==> config.mk <==
export PLATFORM = sky130hd
export DESIGN_NAME = gpio_port_abc
export DESIGN_NICKNAME = d
export VERILOG_FILES = /design/src/shared/gpio_pkg.sv /design/src/rtl/gpio_port_abc.sv /design/src/rtl/gpio_port_slice.sv
export SDC_FILE = /design/constraint.sdc
export NUM_CORES = 1
export LEC_CHECK = 0
export ABC_AREA = 1
export BUFFER_PORTS_ARGS = -buffer_cell sky130_fd_sc_hd__buf_2
export CELL_PAD_IN_SITES_DETAIL_PLACEMENT = 1
export CELL_PAD_IN_SITES_GLOBAL_PLACEMENT = 1
export CORE_MARGIN = 2
export CORE_UTILIZATION = 25
export DETAILED_ROUTE_END_ITERATION = 8
export GPL_TIMING_DRIVEN = 0
export PLACE_DENSITY_LB_ADDON = 0.3
export SYNTH_ARGS = -nofsm -noshare
export SYNTH_HDL_FRONTEND = slang
export SYNTH_SLANG_ARGS = --single-unit
==> constraint.sdc <==
create_clock -name clock -period 3.9 [get_ports clock]
set_input_delay 0 -clock clock [delete_from_list [all_inputs] [get_ports clock]]
set_output_delay 0 -clock clock [all_outputs]
set_load 0.01 [all_outputs]
==> src/shared/gpio_pkg.sv <==
// gpio_pkg: register map, implemented-bit masks and reset values for ports a, b, c
// assumes a 32-bit apb slave with byte addresses matching the printed offsets
package gpio_pkg;
  localparam int unsigned  addr_width      = 16;
  localparam int unsigned  port_width      = 16;
  localparam int unsigned  num_ports       = 3;
  // register byte offsets
  localparam logic [15:0]  pin_direction_a      = 16'h6000;
  localparam logic [15:0]  pin_state_a          = 16'h6010;
  localparam logic [15:0]  output_latch_a       = 16'h6020;
  localparam logic [15:0]  open_drain_select_a  = 16'h6030;
  localparam logic [15:0]  pin_direction_b      = 16'h6040;
  localparam logic [15:0]  pin_state_b          = 16'h6050;
  localparam logic [15:0]  output_latch_b       = 16'h6060;
  localparam logic [15:0]  open_drain_select_b  = 16'h6070;
  localparam logic [15:0]  pin_direction_c      = 16'h6080;
  localparam logic [15:0]  pin_state_c          = 16'h6090;
  localparam logic [15:0]  output_latch_c       = 16'h60a0;
  localparam logic [15:0]  open_drain_select_c  = 16'h60b0;
  localparam logic [15:0]  map_base             = 16'h6000;
  localparam logic [15:0]  map_last             = 16'h60bf;
  // alias offsets within each 16-byte register slot
  localparam logic [1:0]   alias_base           = 2'h0;
  localparam logic [1:0]   bit_clear_alias      = 2'h1;
  localparam logic [1:0]   bit_set_alias        = 2'h2;
  localparam logic [1:0]   bit_invert_alias     = 2'h3;
  // register kind within a port (offset bits 5:4)
  localparam logic [1:0]   kind_direction       = 2'h0;
  localparam logic [1:0]   kind_state           = 2'h1;
  localparam logic [1:0]   kind_latch           = 2'h2;
  localparam logic [1:0]   kind_open_drain      = 2'h3;
  // implemented pin positions
  localparam logic [15:0]  mask_a               = 16'hc6ff;
  localparam logic [15:0]  mask_b               = 16'hffff;
  localparam logic [15:0]  mask_c               = 16'hf000;
  // reset values
  localparam logic [15:0]  direction_reset_a    = 16'hc6ff;
  localparam logic [15:0]  direction_reset_b    = 16'hffff;
  localparam logic [15:0]  direction_reset_c    = 16'hf000;
  localparam logic [15:0]  open_drain_reset     = 16'h0000;
  // value returned on alias reads; any value is allowed there
  localparam logic [31:0]  alias_read_value     = 32'h00000000;
endpackage : gpio_pkg

==> src/rtl/gpio_port_abc.sv <==
// gpio_port_abc: apb register file and three gpio ports (a, b, smaller-package c)
// assumes apb master on the same clock; pins are synchronised inside each port
//
// How it works
// - each register has clear, set and invert aliases at plus 0x4, 0x8, 0xc.
// - unimplemented bits and the upper halfword read zero and ignore writes.
// - pin-state and latch contents are not reset; undefined until written or sampled.
// - direction resets to 0xc6ff, 0xffff, 0xf000 for ports a, b, c.
// - port c implements only bits 15 to 12 in all its registers.
// - direction one makes the pin input; zero drives it from the latch, except open-drain bits whose latch is one, which are released.
// - pin-state reads sampled pins, writes go to the latch; latch reads back.
// - alias writes change only bits where the written value is one.
// - reads of alias addresses return zero, not the register.
`timescale 1ns/10ps
module gpio_port_abc (
  // clock and reset
  input  wire logic        clock,
  input  wire logic        arst_n,
  // apb slave
  input  wire logic        psel,
  input  wire logic        penable,
  input  wire logic        pwrite,
  input  wire logic [15:0] paddr,
  input  wire logic [31:0] pwdata,
  input  wire logic [3:0]  pstrb,
  output logic      [31:0] prdata,
  output logic             pready,
  output logic             pslverr,
  // port a pins
  input  wire logic [15:0] pins_a_in,
  output logic      [15:0] pins_a_out,
  output logic      [15:0] pins_a_oe_n,
  // port b pins
  input  wire logic [15:0] pins_b_in,
  output logic      [15:0] pins_b_out,
  output logic      [15:0] pins_b_oe_n,
  // port c pins
  input  wire logic [15:0] pins_c_in,
  output logic      [15:0] pins_c_out,
  output logic      [15:0] pins_c_oe_n
);
  // address decode
  wire        in_map    = (paddr >= gpio_pkg::map_base) && (paddr <= gpio_pkg::map_last);
  wire        aligned   = (paddr[1:0] == 2'h0);
  wire        hit       = in_map && aligned;
  wire [1:0]  port_sel  = paddr[7:6];
  wire [1:0]  kind      = paddr[5:4];
  wire [1:0]  op        = paddr[3:2];
  wire        access_wr = psel && penable && pwrite && hit;
  wire        access_rd = psel && penable && !pwrite && hit;
  // only the low halfword carries data; narrower strobes write only their lanes
  wire [15:0] lane_mask = {{8{pstrb[1]}}, {8{pstrb[0]}}};
  wire        full_lane = (lane_mask == 16'hffff);

  // partial-lane base write merges with current contents
  logic [15:0] cur_value;
  wire  [15:0] merged   = (pwdata[15:0] & lane_mask) | (cur_value & ~lane_mask);
  wire  [15:0] wr_value = (op == gpio_pkg::alias_base) ? merged
                                                       : (pwdata[15:0] & lane_mask);
  wire         wr_dir   = access_wr && (kind == gpio_pkg::kind_direction);
  // writes to pin-state land in the latch
  wire         wr_lat   = access_wr && ((kind == gpio_pkg::kind_state) ||
                                        (kind == gpio_pkg::kind_latch));
  wire         wr_odc   = access_wr && (kind == gpio_pkg::kind_open_drain);

  logic [15:0] dir_q   [3];
  logic [15:0] lat_q   [3];
  logic [15:0] odc_q   [3];
  logic [15:0] smp_q   [3];
  logic [15:0] pin_in  [3];
  logic [15:0] pin_out [3];
  logic [15:0] pin_oen [3];

  assign pin_in[0]   = pins_a_in;
  assign pin_in[1]   = pins_b_in;
  assign pin_in[2]   = pins_c_in;
  assign pins_a_out  = pin_out[0];
  assign pins_b_out  = pin_out[1];
  assign pins_c_out  = pin_out[2];
  assign pins_a_oe_n = pin_oen[0];
  assign pins_b_oe_n = pin_oen[1];
  assign pins_c_oe_n = pin_oen[2];

  // one slice per port; port c is masked to its four pins
  gpio_port_slice #(
    .impl_mask       (gpio_pkg::mask_a),
    .direction_reset (gpio_pkg::direction_reset_a)
  ) u_port_a (
    .clock         (clock),
    .arst_n        (arst_n),
    .wr_direction  (wr_dir && port_sel == 2'h0),
    .wr_latch      (wr_lat && port_sel == 2'h0),
    .wr_open_drain (wr_odc && port_sel == 2'h0),
    .wr_op         (op),
    .wr_data       (wr_value),
    .direction     (dir_q[0]),
    .latch         (lat_q[0]),
    .open_drain    (odc_q[0]),
    .pin_sampled   (smp_q[0]),
    .pin_in        (pin_in[0]),
    .pin_out       (pin_out[0]),
    .pin_oe_n      (pin_oen[0])
  );

  gpio_port_slice #(
    .impl_mask       (gpio_pkg::mask_b),
    .direction_reset (gpio_pkg::direction_reset_b)
  ) u_port_b (
    .clock         (clock),
    .arst_n        (arst_n),
    .wr_direction  (wr_dir && port_sel == 2'h1),
    .wr_latch      (wr_lat && port_sel == 2'h1),
    .wr_open_drain (wr_odc && port_sel == 2'h1),
    .wr_op         (op),
    .wr_data       (wr_value),
    .direction     (dir_q[1]),
    .latch         (lat_q[1]),
    .open_drain    (odc_q[1]),
    .pin_sampled   (smp_q[1]),
    .pin_in        (pin_in[1]),
    .pin_out       (pin_out[1]),
    .pin_oe_n      (pin_oen[1])
  );

  gpio_port_slice #(
    .impl_mask       (gpio_pkg::mask_c),
    .direction_reset (gpio_pkg::direction_reset_c)
  ) u_port_c (
    .clock         (clock),
    .arst_n        (arst_n),
    .wr_direction  (wr_dir && port_sel == 2'h2),
    .wr_latch      (wr_lat && port_sel == 2'h2),
    .wr_open_drain (wr_odc && port_sel == 2'h2),
    .wr_op         (op),
    .wr_data       (wr_value),
    .direction     (dir_q[2]),
    .latch         (lat_q[2]),
    .open_drain    (odc_q[2]),
    .pin_sampled   (smp_q[2]),
    .pin_in        (pin_in[2]),
    .pin_out       (pin_out[2]),
    .pin_oe_n      (pin_oen[2])
  );

  // current base contents of the addressed register, used for merge and read
  always_comb begin
    cur_value = 16'h0000;
    if (port_sel != 2'h3) begin
      unique case (kind)
        gpio_pkg::kind_direction:  cur_value = dir_q[port_sel];
        gpio_pkg::kind_state:      cur_value = lat_q[port_sel];
        gpio_pkg::kind_latch:      cur_value = lat_q[port_sel];
        gpio_pkg::kind_open_drain: cur_value = odc_q[port_sel];
      endcase
    end
  end

  // pin-state reads give the sampled pins, not the latch
  wire [15:0] base_read = (kind == gpio_pkg::kind_state) ? smp_q[port_sel] : cur_value;
  // aliases return a fixed filler; upper halfword always zero
  wire [31:0] read_word = (op != gpio_pkg::alias_base) ? gpio_pkg::alias_read_value
                                                       : {16'h0000, base_read};

  // zero-wait slave; read data registered; misses and misaligned accesses get pslverr
  assign pready  = 1'b1;
  assign pslverr = psel && penable && !hit;

  always_ff @(posedge clock or negedge arst_n) begin
    if (!arst_n) begin
      prdata <= 32'h00000000;
    end else if (psel && !penable && !pwrite) begin
      prdata <= hit ? read_word : 32'h00000000;
    end
  end

  // full_lane kept for clarity of merge path
  wire unused_ok = full_lane | access_rd;
endmodule : gpio_port_abc

==> src/rtl/gpio_port_slice.sv <==
// gpio_port_slice: one 16-pin port with direction, latch, open-drain and pin sampling
// assumes write strobes and operation codes come from the apb decode on the same clock
`timescale 1ns/10ps
module gpio_port_slice #(
  parameter logic [15:0] impl_mask       = 16'hffff,
  parameter logic [15:0] direction_reset = 16'hffff
) (
  // clock and reset
  input  wire logic        clock,
  input  wire logic        arst_n,
  // register write side
  input  wire logic        wr_direction,
  input  wire logic        wr_latch,
  input  wire logic        wr_open_drain,
  input  wire logic [1:0]  wr_op,
  input  wire logic [15:0] wr_data,
  // register read side
  output logic      [15:0] direction,
  output logic      [15:0] latch,
  output logic      [15:0] open_drain,
  output logic      [15:0] pin_sampled,
  // pins
  input  wire logic [15:0] pin_in,
  output logic      [15:0] pin_out,
  output logic      [15:0] pin_oe_n
);
  logic [15:0] sync_stage;
  logic [15:0] sync_out;
  logic [15:0] next_direction;
  logic [15:0] next_latch;
  logic [15:0] next_open_drain;

  // base write replaces, aliases touch only the one bits
  function automatic logic [15:0] apply_op(input logic [15:0] cur, input logic [1:0] op,
                                           input logic [15:0] val);
    logic [15:0] res;
    res = cur;
    unique case (op)
      gpio_pkg::alias_base:       res = val;
      gpio_pkg::bit_clear_alias:  res = cur & ~val;
      gpio_pkg::bit_set_alias:    res = cur | val;
      gpio_pkg::bit_invert_alias: res = cur ^ val;
    endcase
    return res & impl_mask;
  endfunction : apply_op

  assign next_direction  = wr_direction  ? apply_op(direction, wr_op, wr_data) : direction;
  assign next_latch      = wr_latch      ? apply_op(latch, wr_op, wr_data) : latch;
  assign next_open_drain = wr_open_drain ? apply_op(open_drain, wr_op, wr_data) : open_drain;

  // direction and open-drain get defined reset values
  always_ff @(posedge clock or negedge arst_n) begin
    if (!arst_n) begin
      direction  <= direction_reset;
      open_drain <= gpio_pkg::open_drain_reset;
    end else begin
      direction  <= next_direction;
      open_drain <= next_open_drain;
    end
  end

  // latch has no reset: contents undefined until first write
  always_ff @(posedge clock) begin
    latch <= next_latch;
  end

  // two-stage pin synchroniser, unimplemented pins forced to zero after it
  always_ff @(posedge clock) begin
    sync_stage <= pin_in;
    sync_out   <= sync_stage;
  end
  assign pin_sampled = sync_out & impl_mask;

  // output drive: open-drain drives only a low, oe_n low means driving
  assign pin_out  = latch & impl_mask;
  assign pin_oe_n = ~(~direction & impl_mask & ~(open_drain & latch));
endmodule : gpio_port_slice

==> results_dict.tcl, run 1 <==
set metrics [dict create \
    grt_usage 0.212 \
    hp-class "in -> reg" \
    drive_above_1_share 0.201 \
    drt_iter0_drc 736 \
    rows 80 \
    r2r-start "u_port_a.direction[15]" \
    hp-start "pwdata[10]" \
    antenna_found_initial 1 \
    cp_slowest_cell "clkinv_1" \
    wl_per_cell_um 22.2 \
    viasPerCell 4.90 \
    post_cts_resized 0 \
    rsz0062_at_grt "no" \
    cts_tree "yes" \
    grt_pass1_vias 12100 \
    worst_pin_slew_ns 1.30 \
    ys_warn_count 0 \
    status "complete, no violations" \
    synth_commonest_cells "nand2_1, ha_1, inv_1" \
    gp_congestion 0.825 \
    yosys-top-cells-area "ha_1, nand2_1, dfxtp_1, dfrtp_1, edfxtp_1" \
    wl_um 53200 \
    synthArstFlopShare 0.455 \
    cts_setup_buffers 0 \
    firstDrtPassIters 5 \
    initial_core_util 0.254 \
    postSynthAreaPerCell_sq_um 8.03 \
    nFillCells 5776 \
    synth_top_area_share 0.184 \
    grt_max_degree 51 \
    maxCapViolCount 0 \
    cts_buffer_depth 2 \
    start_kind "input port" \
    regArea_sq_um 4280 \
    yosysSeqAreaShare 0.352 \
    synth_area_sq_um 12200 \
    yosys.cell_count.top_type "nand2_1" \
    io_pins 235 \
    slew_headroom 0.132 \
    grt_overflow 0 \
    power_per_cell_area_nw_per_um2 293 \
    ctsHtreeMaxLevel 4 \
    portBuffers 147 \
    die-area_sq_um 50500 \
    setup_viol 0 \
    n_antenna_cell 0 \
    dp_hpwl_um 37900 \
    ctsHoldBuffers 39 \
    timing_max_transition_violations_final 0 \
    syn_inst 1516 \
    cp_top_family "buffers and inverters" \
    fin_crit_sh 0.814 \
    via_count 11800 \
    critPathArrivalTime_ns 3.53 \
    worstPathRequired_ns 4.25 \
    path_clk_slew_ns 0.09 \
    synth_top_area_cell "ha_1" \
    remaining_drc_errors 0 \
    nets 2055 \
    synth_cell_types 40 \
    cp_cell_sequence "clkbuf_1 > clkinv_1 > nand2_1 > o21ai_0 > inv_1 > ha_1 > nand2_1 > o211ai_1 > nor3_1 > a21oi_1" \
    ant_nets 0 \
    fin_util 0.311 \
    worst-path-max-fanout 12 \
    cts_made_buffers 17 \
    grt_pass1_wl_um 77900 \
    end_kind "register" \
    finalHoldViolations 0 \
    core_area_sq_um 47900 \
    cts_num_sinks 176 \
    clock_latency_ns 0.48 \
    peakVddDrop_mv 0.330 \
    synth-edff-count 32 \
    multi_input_area_sq_um 6810 \
    fmax_ghz 0.315 \
    synth_seq_cells 176 \
    stdcell_count 2399 \
    finalCriticalPeriod_ns 3.17 \
    crit_top_cell "nand2_1" \
    worstSetupPathType "in -> reg" \
    cp_num_buf_inv 3 \
    placed_cell_area_sq_um 14000 \
    root_buffer "clkbuf_16" \
    die_w_um 225 \
    die_h_um 225 \
    syn2layout_area_growth_pct 22.3 \
    max_stage_delay_ns 0.79 \
    dp.cells 2328 \
    skew_ns 0.0191 \
    ys.flop_type "dfxtp_1" \
    final_area_sq_um 14900 \
    startpoint "pstrb[0]" \
    p_leak_nw 6.92 \
]
## cell families after synthesis
family          share of synthesized area
buf+inv                             0.105
simple gates                        0.234
fa+ha+maj                           0.184
compound gates                      0.125
other cells                      0.000617
flops                               0.352
## area by class of cell
class	instances	share of cell area
Clock inverter	14	0.00840
Inverter	133	0.0335
Clock buffer	18	0.0288
Tap cell	615	0.0516
Buffer	119	0.0520
Timing Repair Buffer	189	0.0813
Sequential cell	176	0.287
Multi-Input combinational cell	1135	0.457
## final timing paths
path | to | slack (ns) | depth (start not counted)
min | u_port_a.direction[10] | 0.01 | 5
max reg2reg | u_port_a.latch[15] | 1.24 | 10
min in group asynchronous | u_port_c.open_drain[15] | 0.06 | 2
max in group asynchronous | u_port_b.direction[8] | 3.08 | 3
min reg2reg | u_port_b.pin_sampled[4] | 0.32 | 0
max | u_port_a.open_drain[3] | 0.73 | 10
## worst register-to-register path, stage by stage, from the launching register on
cell,delay (ns)
dfstp_2,0.56
inv_1,0.08
nand2_1,0.07
o21ai_0,0.09
o21ai_1,0.20
nand2_1,0.15
o21ai_0,0.17
inv_1,0.32
ha_1,0.41
a221oi_1,0.29
nand2_1,0.09
## power breakdown
part | total [mW] | leakage [nW] | internal, mW | switching, mW
clock network | 1.74 | 0.278 | 0.841 | 0.899
logic | 0.717 | 4.81 | 0.231 | 0.485
registers | 1.91 | 1.83 | 1.90 | 0.00847
total | 4.37 | 6.92 | 2.97 | 1.39
## through the flow
step	hold slack (ns)	TNS (ns)	total power, mW	worst slack [ns]
6_report	0.0133	0	4.37	0.725
5_1_grt	0.0440	0	4.54	0.532
4_1_cts	0.0000385	0	4.40	0.785
3_5_place_dp	0.0304	0	2.63	0.290
3_3_place_gp	0.103	-9.91	2.60	-0.602
2_1_floorplan	-0.296	0	2.34	1.66
## metal layers
layer	share of wire	global-route usage	up-vias	wire length [um]
li1	-	-	5469	-
met1	0.44	0.275	5804	23400
met2	0.46	0.346	396	24500
met3	0.068	0.0486	94	3590
met4	0.032	0.0771	2	1710
met5	0.00030	0	-	16
## registers in the layout (all words and copies together), names as in the netlist, 16 cells and up
register and count:
u_port_b.direction 16, u_port_b.sync_stage 16, prdata 16, u_port_b.pin_sampled 16
u_port_b.latch 16, u_port_b.open_drain 16
## placed cells by master, fill, tap and decap left out, drive strengths merged, types with 39 or more instances in the layout
| cell type | Yosys | final |
|---|---|---|
| dfrtp | 48 | 48 |
| o211ai | 51 | 51 |
| nor2 | 110 | 110 |
| dlygate4sd3 | 0 | 39 |
| nor3 | 49 | 49 |
| dfxtp | 64 | 64 |
| a21oi | 69 | 69 |
| inv | 130 | 138 |
| ha | 179 | 179 |
| o21ai | 100 | 100 |
| buf | 96 | 246 |
| clkbuf | 23 | 41 |
| conb | 2 | 49 |
| nand2 | 374 | 374 |
| nand3 | 78 | 78 |
Note: power is estimated with default switching activity, not from simulation.
==> run 2: changes to the inputs <==
==> constraint.sdc (replaced) <==
create_clock -name clock -period 3.28 [get_ports clock]
set_input_delay 0 -clock clock [delete_from_list [all_inputs] [get_ports clock]]
set_output_delay 0 -clock clock [all_outputs]
set_load 0.01 [all_outputs]
==> results_dict.tcl, run 2 (same netlist as run 1, synthesis figures left out) <==
set metrics [dict create \
    holdWs_ns 0.0165 \
    mostFrequentLayoutCell "nand2_1" \
    cp_num_buf_inv 3 \
    worst-path-max-fanout 12 \
    antenna_found_initial 1 \
    peakVddDrop_mv 0.393 \
    cts_tree "yes" \
    firstDrtPassIters 6 \
    fin_util 0.311 \
    power_per_cell_area_nw_per_um2 349 \
    initial_core_util 0.254 \
    n_antenna_cell 0 \
    ctsHtreeMaxLevel 4 \
    drive_above_1_share 0.201 \
    hp-class "in -> reg" \
    viasPerCell 4.89 \
    gp_congestion 0.825 \
    core_area_sq_um 47900 \
    critPathArrivalTime_ns 3.36 \
    syn2layout_area_growth_pct 22.4 \
    cts_num_sinks 176 \
    via_count 11700 \
    cp_cell_sequence "clkbuf_1 > clkinv_1 > nand2_1 > o21ai_0 > inv_1 > ha_1 > a221oi_1 > nand2_1" \
    fmax_ghz 0.318 \
    crit_top_cell "nand2_1" \
    start_kind "input port" \
    die-area_sq_um 50500 \
    path_clk_slew_ns 0.09 \
    die_h_um 225 \
    max_stage_delay_ns 0.78 \
    fin_crit_sh 0.957 \
    slew_headroom 0.135 \
    placed_cell_area_sq_um 14000 \
    p_total_mw 5.20 \
    skew_ns 0.0202 \
    io_pins 235 \
    rsz0062_at_grt "no" \
    die_w_um 225 \
    final_area_sq_um 14900 \
    wl_um 53200 \
    grt_pass1_vias 12100 \
    status "complete, no violations" \
    maxCapViolCount 0 \
    timing_max_transition_violations_final 0 \
    finalHoldViolations 0 \
    worstSetupPathType "in -> reg" \
    grt_overflow 0 \
    worst_pin_slew_ns 1.30 \
    nets 2055 \
    ant_nets 0 \
    remaining_drc_errors 0 \
    cts_buffer_depth 2 \
    r2r_slack_ns 0.63 \
    root_buffer "clkbuf_16" \
    wl_per_cell_um 22.2 \
    cp_top_family "buffers and inverters" \
    layout_common_cells "nand2_1, ha_1, buf_2" \
    p_leak_nw 6.92 \
    worstPathRequired_ns 3.50 \
    cp_slowest_cell "clkinv_1" \
    portBuffers 147 \
    grt_max_degree 51 \
    end_kind "register" \
    drt_iter0_drc 709 \
    clock_latency_ns 0.49 \
    grt_usage 0.212 \
    finalCriticalPeriod_ns 3.14 \
    rows 80 \
    setup_viol 0 \
    cts_made_buffers 17 \
    grt_pass1_wl_um 77900 \
    dp_hpwl_um 37900 \
]
run 2: cell count changes in the layout (fill, tap and decap cells not counted), sizes merged:
cell | previous run | this run
clkbuf | 41 | 42
buf | 246 | 245
run 2: worst min-delay path, delay by kind of cell:
family                 cells  cell delay (ns)
buffers and inverters      1             0.12
and+or+nand+nor            3             0.29
AOI/OAI and AO/OA          1             0.09
run 2: timing repair:
item | CTS | global route
buffers inserted | 0 | 0
endpoints found under the setup margin | 0 | 6
endpoints found under the hold margin | 100 | 0
hold buffers | 39 | 0
gates resized for setup | 0 | 3
run 2: path summary, 6_finish.rpt:
path	to	depth (start not counted)	startpoint
setup / recovery	u_port_b.latch[0]	8	pstrb[0]
hold / removal	u_port_a.direction[10]	5	pwdata[10]
setup reg to reg	u_port_a.latch[15]	10	u_port_a.direction[15]
hold reg to reg	u_port_b.pin_sampled[4]	0	u_port_b.sync_stage[4]
max in group asynchronous	u_port_b.direction[8]	3	arst_n
min in group asynchronous	u_port_c.open_drain[15]	2	arst_n
run 2: per-layer routing:
metal / vias to the layer above / track usage / share of wire
met1: 5783 / 0.275 / 0.44
met4: 2 / 0.0771 / 0.031
met3: 88 / 0.0486 / 0.065
met2: 403 / 0.346 / 0.46
li1: 5466 / - / -
met5: - / 0 / 0.00030
run 2: area by class of cell:
type | instances | area (sq um)
fill | 5775 | 33000
multi-input combinational | 1135 | 6810
sequential | 176 | 4280
timing repair buffer | 189 | 1210
buffer | 119 | 776
tap | 615 | 769
inverter | 133 | 499
clock buffer | 18 | 429
clock inverter | 14 | 125
run 2: report_power, final:
part	leakage (nW)	internal [mW]	switching (mW)
logic	4.81	0.276	0.578
clock network	0.278	0.999	1.07
registers	1.83	2.26	0.0101
total	6.92	3.54	1.66
run 2: per-stage QoR:
stage	instances	setup TNS, ns	setup WS [ns]
after floorplan	1563	0	1.04
after global placement	2325	-37.42	-1.22
after detailed placement	2328	-16.46	-0.330
after CTS	2399	0	0.165
after global routing	2399	0	0.0163
final	2399	0	0.140
==> run 3: changes to the inputs <==
--- a/config.mk
+++ b/config.mk
@@ -9,8 +9,9 @@
 export BUFFER_PORTS_ARGS = -buffer_cell sky130_fd_sc_hd__buf_2
 export CELL_PAD_IN_SITES_DETAIL_PLACEMENT = 1
 export CELL_PAD_IN_SITES_GLOBAL_PLACEMENT = 1
-export CORE_MARGIN = 2
+export CORE_ASPECT_RATIO = 1.5
 export CORE_UTILIZATION = 25
+export CTS_CLUSTER_DIAMETER = 200
 export DETAILED_ROUTE_END_ITERATION = 8
 export GPL_TIMING_DRIVEN = 0
 export PLACE_DENSITY_LB_ADDON = 0.3
==> results_dict.tcl, run 3 (same netlist as run 1, synthesis figures left out) <==
set metrics [dict create \
    slew_headroom 0.262 \
    rsz0062_at_grt "no" \
    path_clk_slew_ns 0.08 \
    max_stage_delay_ns 0.67 \
    end_kind "register" \
    die_h_um 272 \
    cp_top_family "buffers and inverters" \
    status "complete, no violations" \
    wl_um 52100 \
    grt_pass1_vias 12200 \
    portBuffers 147 \
    r2r_end "u_port_c.latch[15]" \
    grt_pass1_wl_um 77500 \
    worst_pin_slew_ns 1.11 \
    r2r_cells 10 \
    via_count 11600 \
    r2r-start "u_port_a.direction[15]" \
    ant_nets 0 \
    dp_slack_ns -0.209 \
    remaining_drc_errors 0 \
    die_w_um 182 \
    grt_overflow 0 \
    peakVddDrop_mv 0.304 \
    syn2layout_area_growth_pct 21.3 \
    ctsHtreeMaxLevel 4 \
    nets 2048 \
    finalHoldViolations 0 \
    cp.depth 12 \
    fmax_ghz 0.327 \
    r2r_slack_ns 0.62 \
    drive_above_1_share 0.201 \
    grt_usage 0.212 \
    start_kind "input port" \
    layout_common_cells "nand2_1, ha_1, buf_2" \
    cp_cell_sequence "buf_2 > inv_1 > ha_1 > inv_2 > buf_1 > nand3_1 > nand2_1 > o21ai_0 > inv_1 > ha_1 > a221oi_1 > nand2_1" \
    hp-start "paddr[2]" \
    cts_tree "yes" \
    cts_num_sinks 176 \
    cts_setup_buffers 0 \
    wl_per_cell_um 21.9 \
    power_per_cell_area_nw_per_um2 348 \
    p_leak_nw 6.88 \
    setup_ws_ns 0.221 \
    maxCapViolCount 0 \
    drt_iter0_drc 565 \
    firstDrtPassIters 5 \
    rows 98 \
    gp_congestion 0.861 \
    worstPathRequired_ns 3.47 \
    worstSetupPathType "in -> reg" \
    placed_cell_area_sq_um 13900 \
    nFillCells 5816 \
    root_buffer "clkbuf_16" \
    critPathArrivalTime_ns 3.25 \
    mostFrequentLayoutCell "nand2_1" \
    io_pins 235 \
    dp_hpwl_um 38700 \
    met2_usage 0.385 \
    timing_max_transition_violations_final 0 \
    grt.busiest_layer "met2" \
    cts_buffer_depth 2 \
    fin_crit_sh 0.933 \
    tns_ns 0 \
    min_path_cells 4 \
    initial_core_util 0.255 \
    core_area_sq_um 47800 \
    met3_usage 0.0330 \
    skew_ns 0.0128 \
    die-area_sq_um 49600 \
    holdWs_ns 0.0299 \
    finalCriticalPeriod_ns 3.06 \
    setup_viol 0 \
    cts_made_buffers 17 \
    holdPathEnd "u_port_b.latch[14]" \
    final_area_sq_um 14800 \
    viasPerCell 4.87 \
    p_total_mw 5.14 \
    cp_num_buf_inv 5 \
    cp_slowest_cell "buf_1" \
    antenna_found_initial 1 \
    worst-path-max-fanout 18 \
    grt_max_degree 50 \
    hp-class "in -> reg" \
    clock_latency_ns 0.45 \
    grtUsageMet1 0.238 \
]
## run 3: cell types whose count changed in the layout (fill, tap and decap cells not counted), sizes merged
cell         before  now
clkbuf           42   40
diode             0    1
clkinv            9   10
dlygate4sd3      39   33
## run 3: where the power goes
group	leakage (nW)	switching, mW	internal (mW)
sequential	1.83	0.0101	2.26
clock	0.278	1.04	0.994
combinational	4.77	0.567	0.271
total	6.88	1.61	3.53
## run 3: worst max path at each step
stage	start	end	slack, ns
detailed placement	pstrb[0]	u_port_b.latch[6]	-0.21
floorplan	paddr[5]	u_port_a.latch[15]	1.04
global placement	paddr[4]	u_port_b.latch[9]	-0.95
CTS	pstrb[0]	u_port_b.latch[6]	0.28
global route	paddr[4]	u_port_a.latch[15]	0.08
finish	paddr[4]	u_port_c.latch[15]	0.22
## run 3: layer usage
layer	part of all wire	up-vias	routed length, um
li1	-	5447	-
met1	0.40	5656	20600
met2	0.51	383	26500
met3	0.048	104	2520
met4	0.047	0	2430
met5	0	-	0
## run 3: tightest hold or removal path, delay by kind of cell
kind	cells	cell delay (ns)
and+or+nand+nor	2	0.11
buffers and inverters	1	0.17
AOI/OAI and AO/OA	1	0.10
## run 3: per-stage QoR
stage / cells / util
2_1_floorplan: 1563 / -
3_3_place_gp: 2310 / 0.289
3_5_place_dp: 2312 / 0.291
4_1_cts: 2377 / 0.309
5_1_grt: 2378 / 0.309
6_report: 2378 / 0.309
## run 3: repair_timing
item,in CTS,in global routing
gates resized for setup,0,0
hold buffers,33,0
endpoints found under the setup margin,0,0
endpoints found under the hold margin,84,0
## run 3: cell type report
type                       instances  area [sq um]  share of cell area
buffer                           119           774              0.0524
timing repair buffer             182          1110              0.0752
sequential                       176          4280               0.290
antenna                            1          2.50            0.000169
inverter                         133           499              0.0338
multi-input combinational       1135          6810               0.461
clock buffer                      17           425              0.0288
clock inverter                    15           124             0.00838
tap                              600           751              0.0508
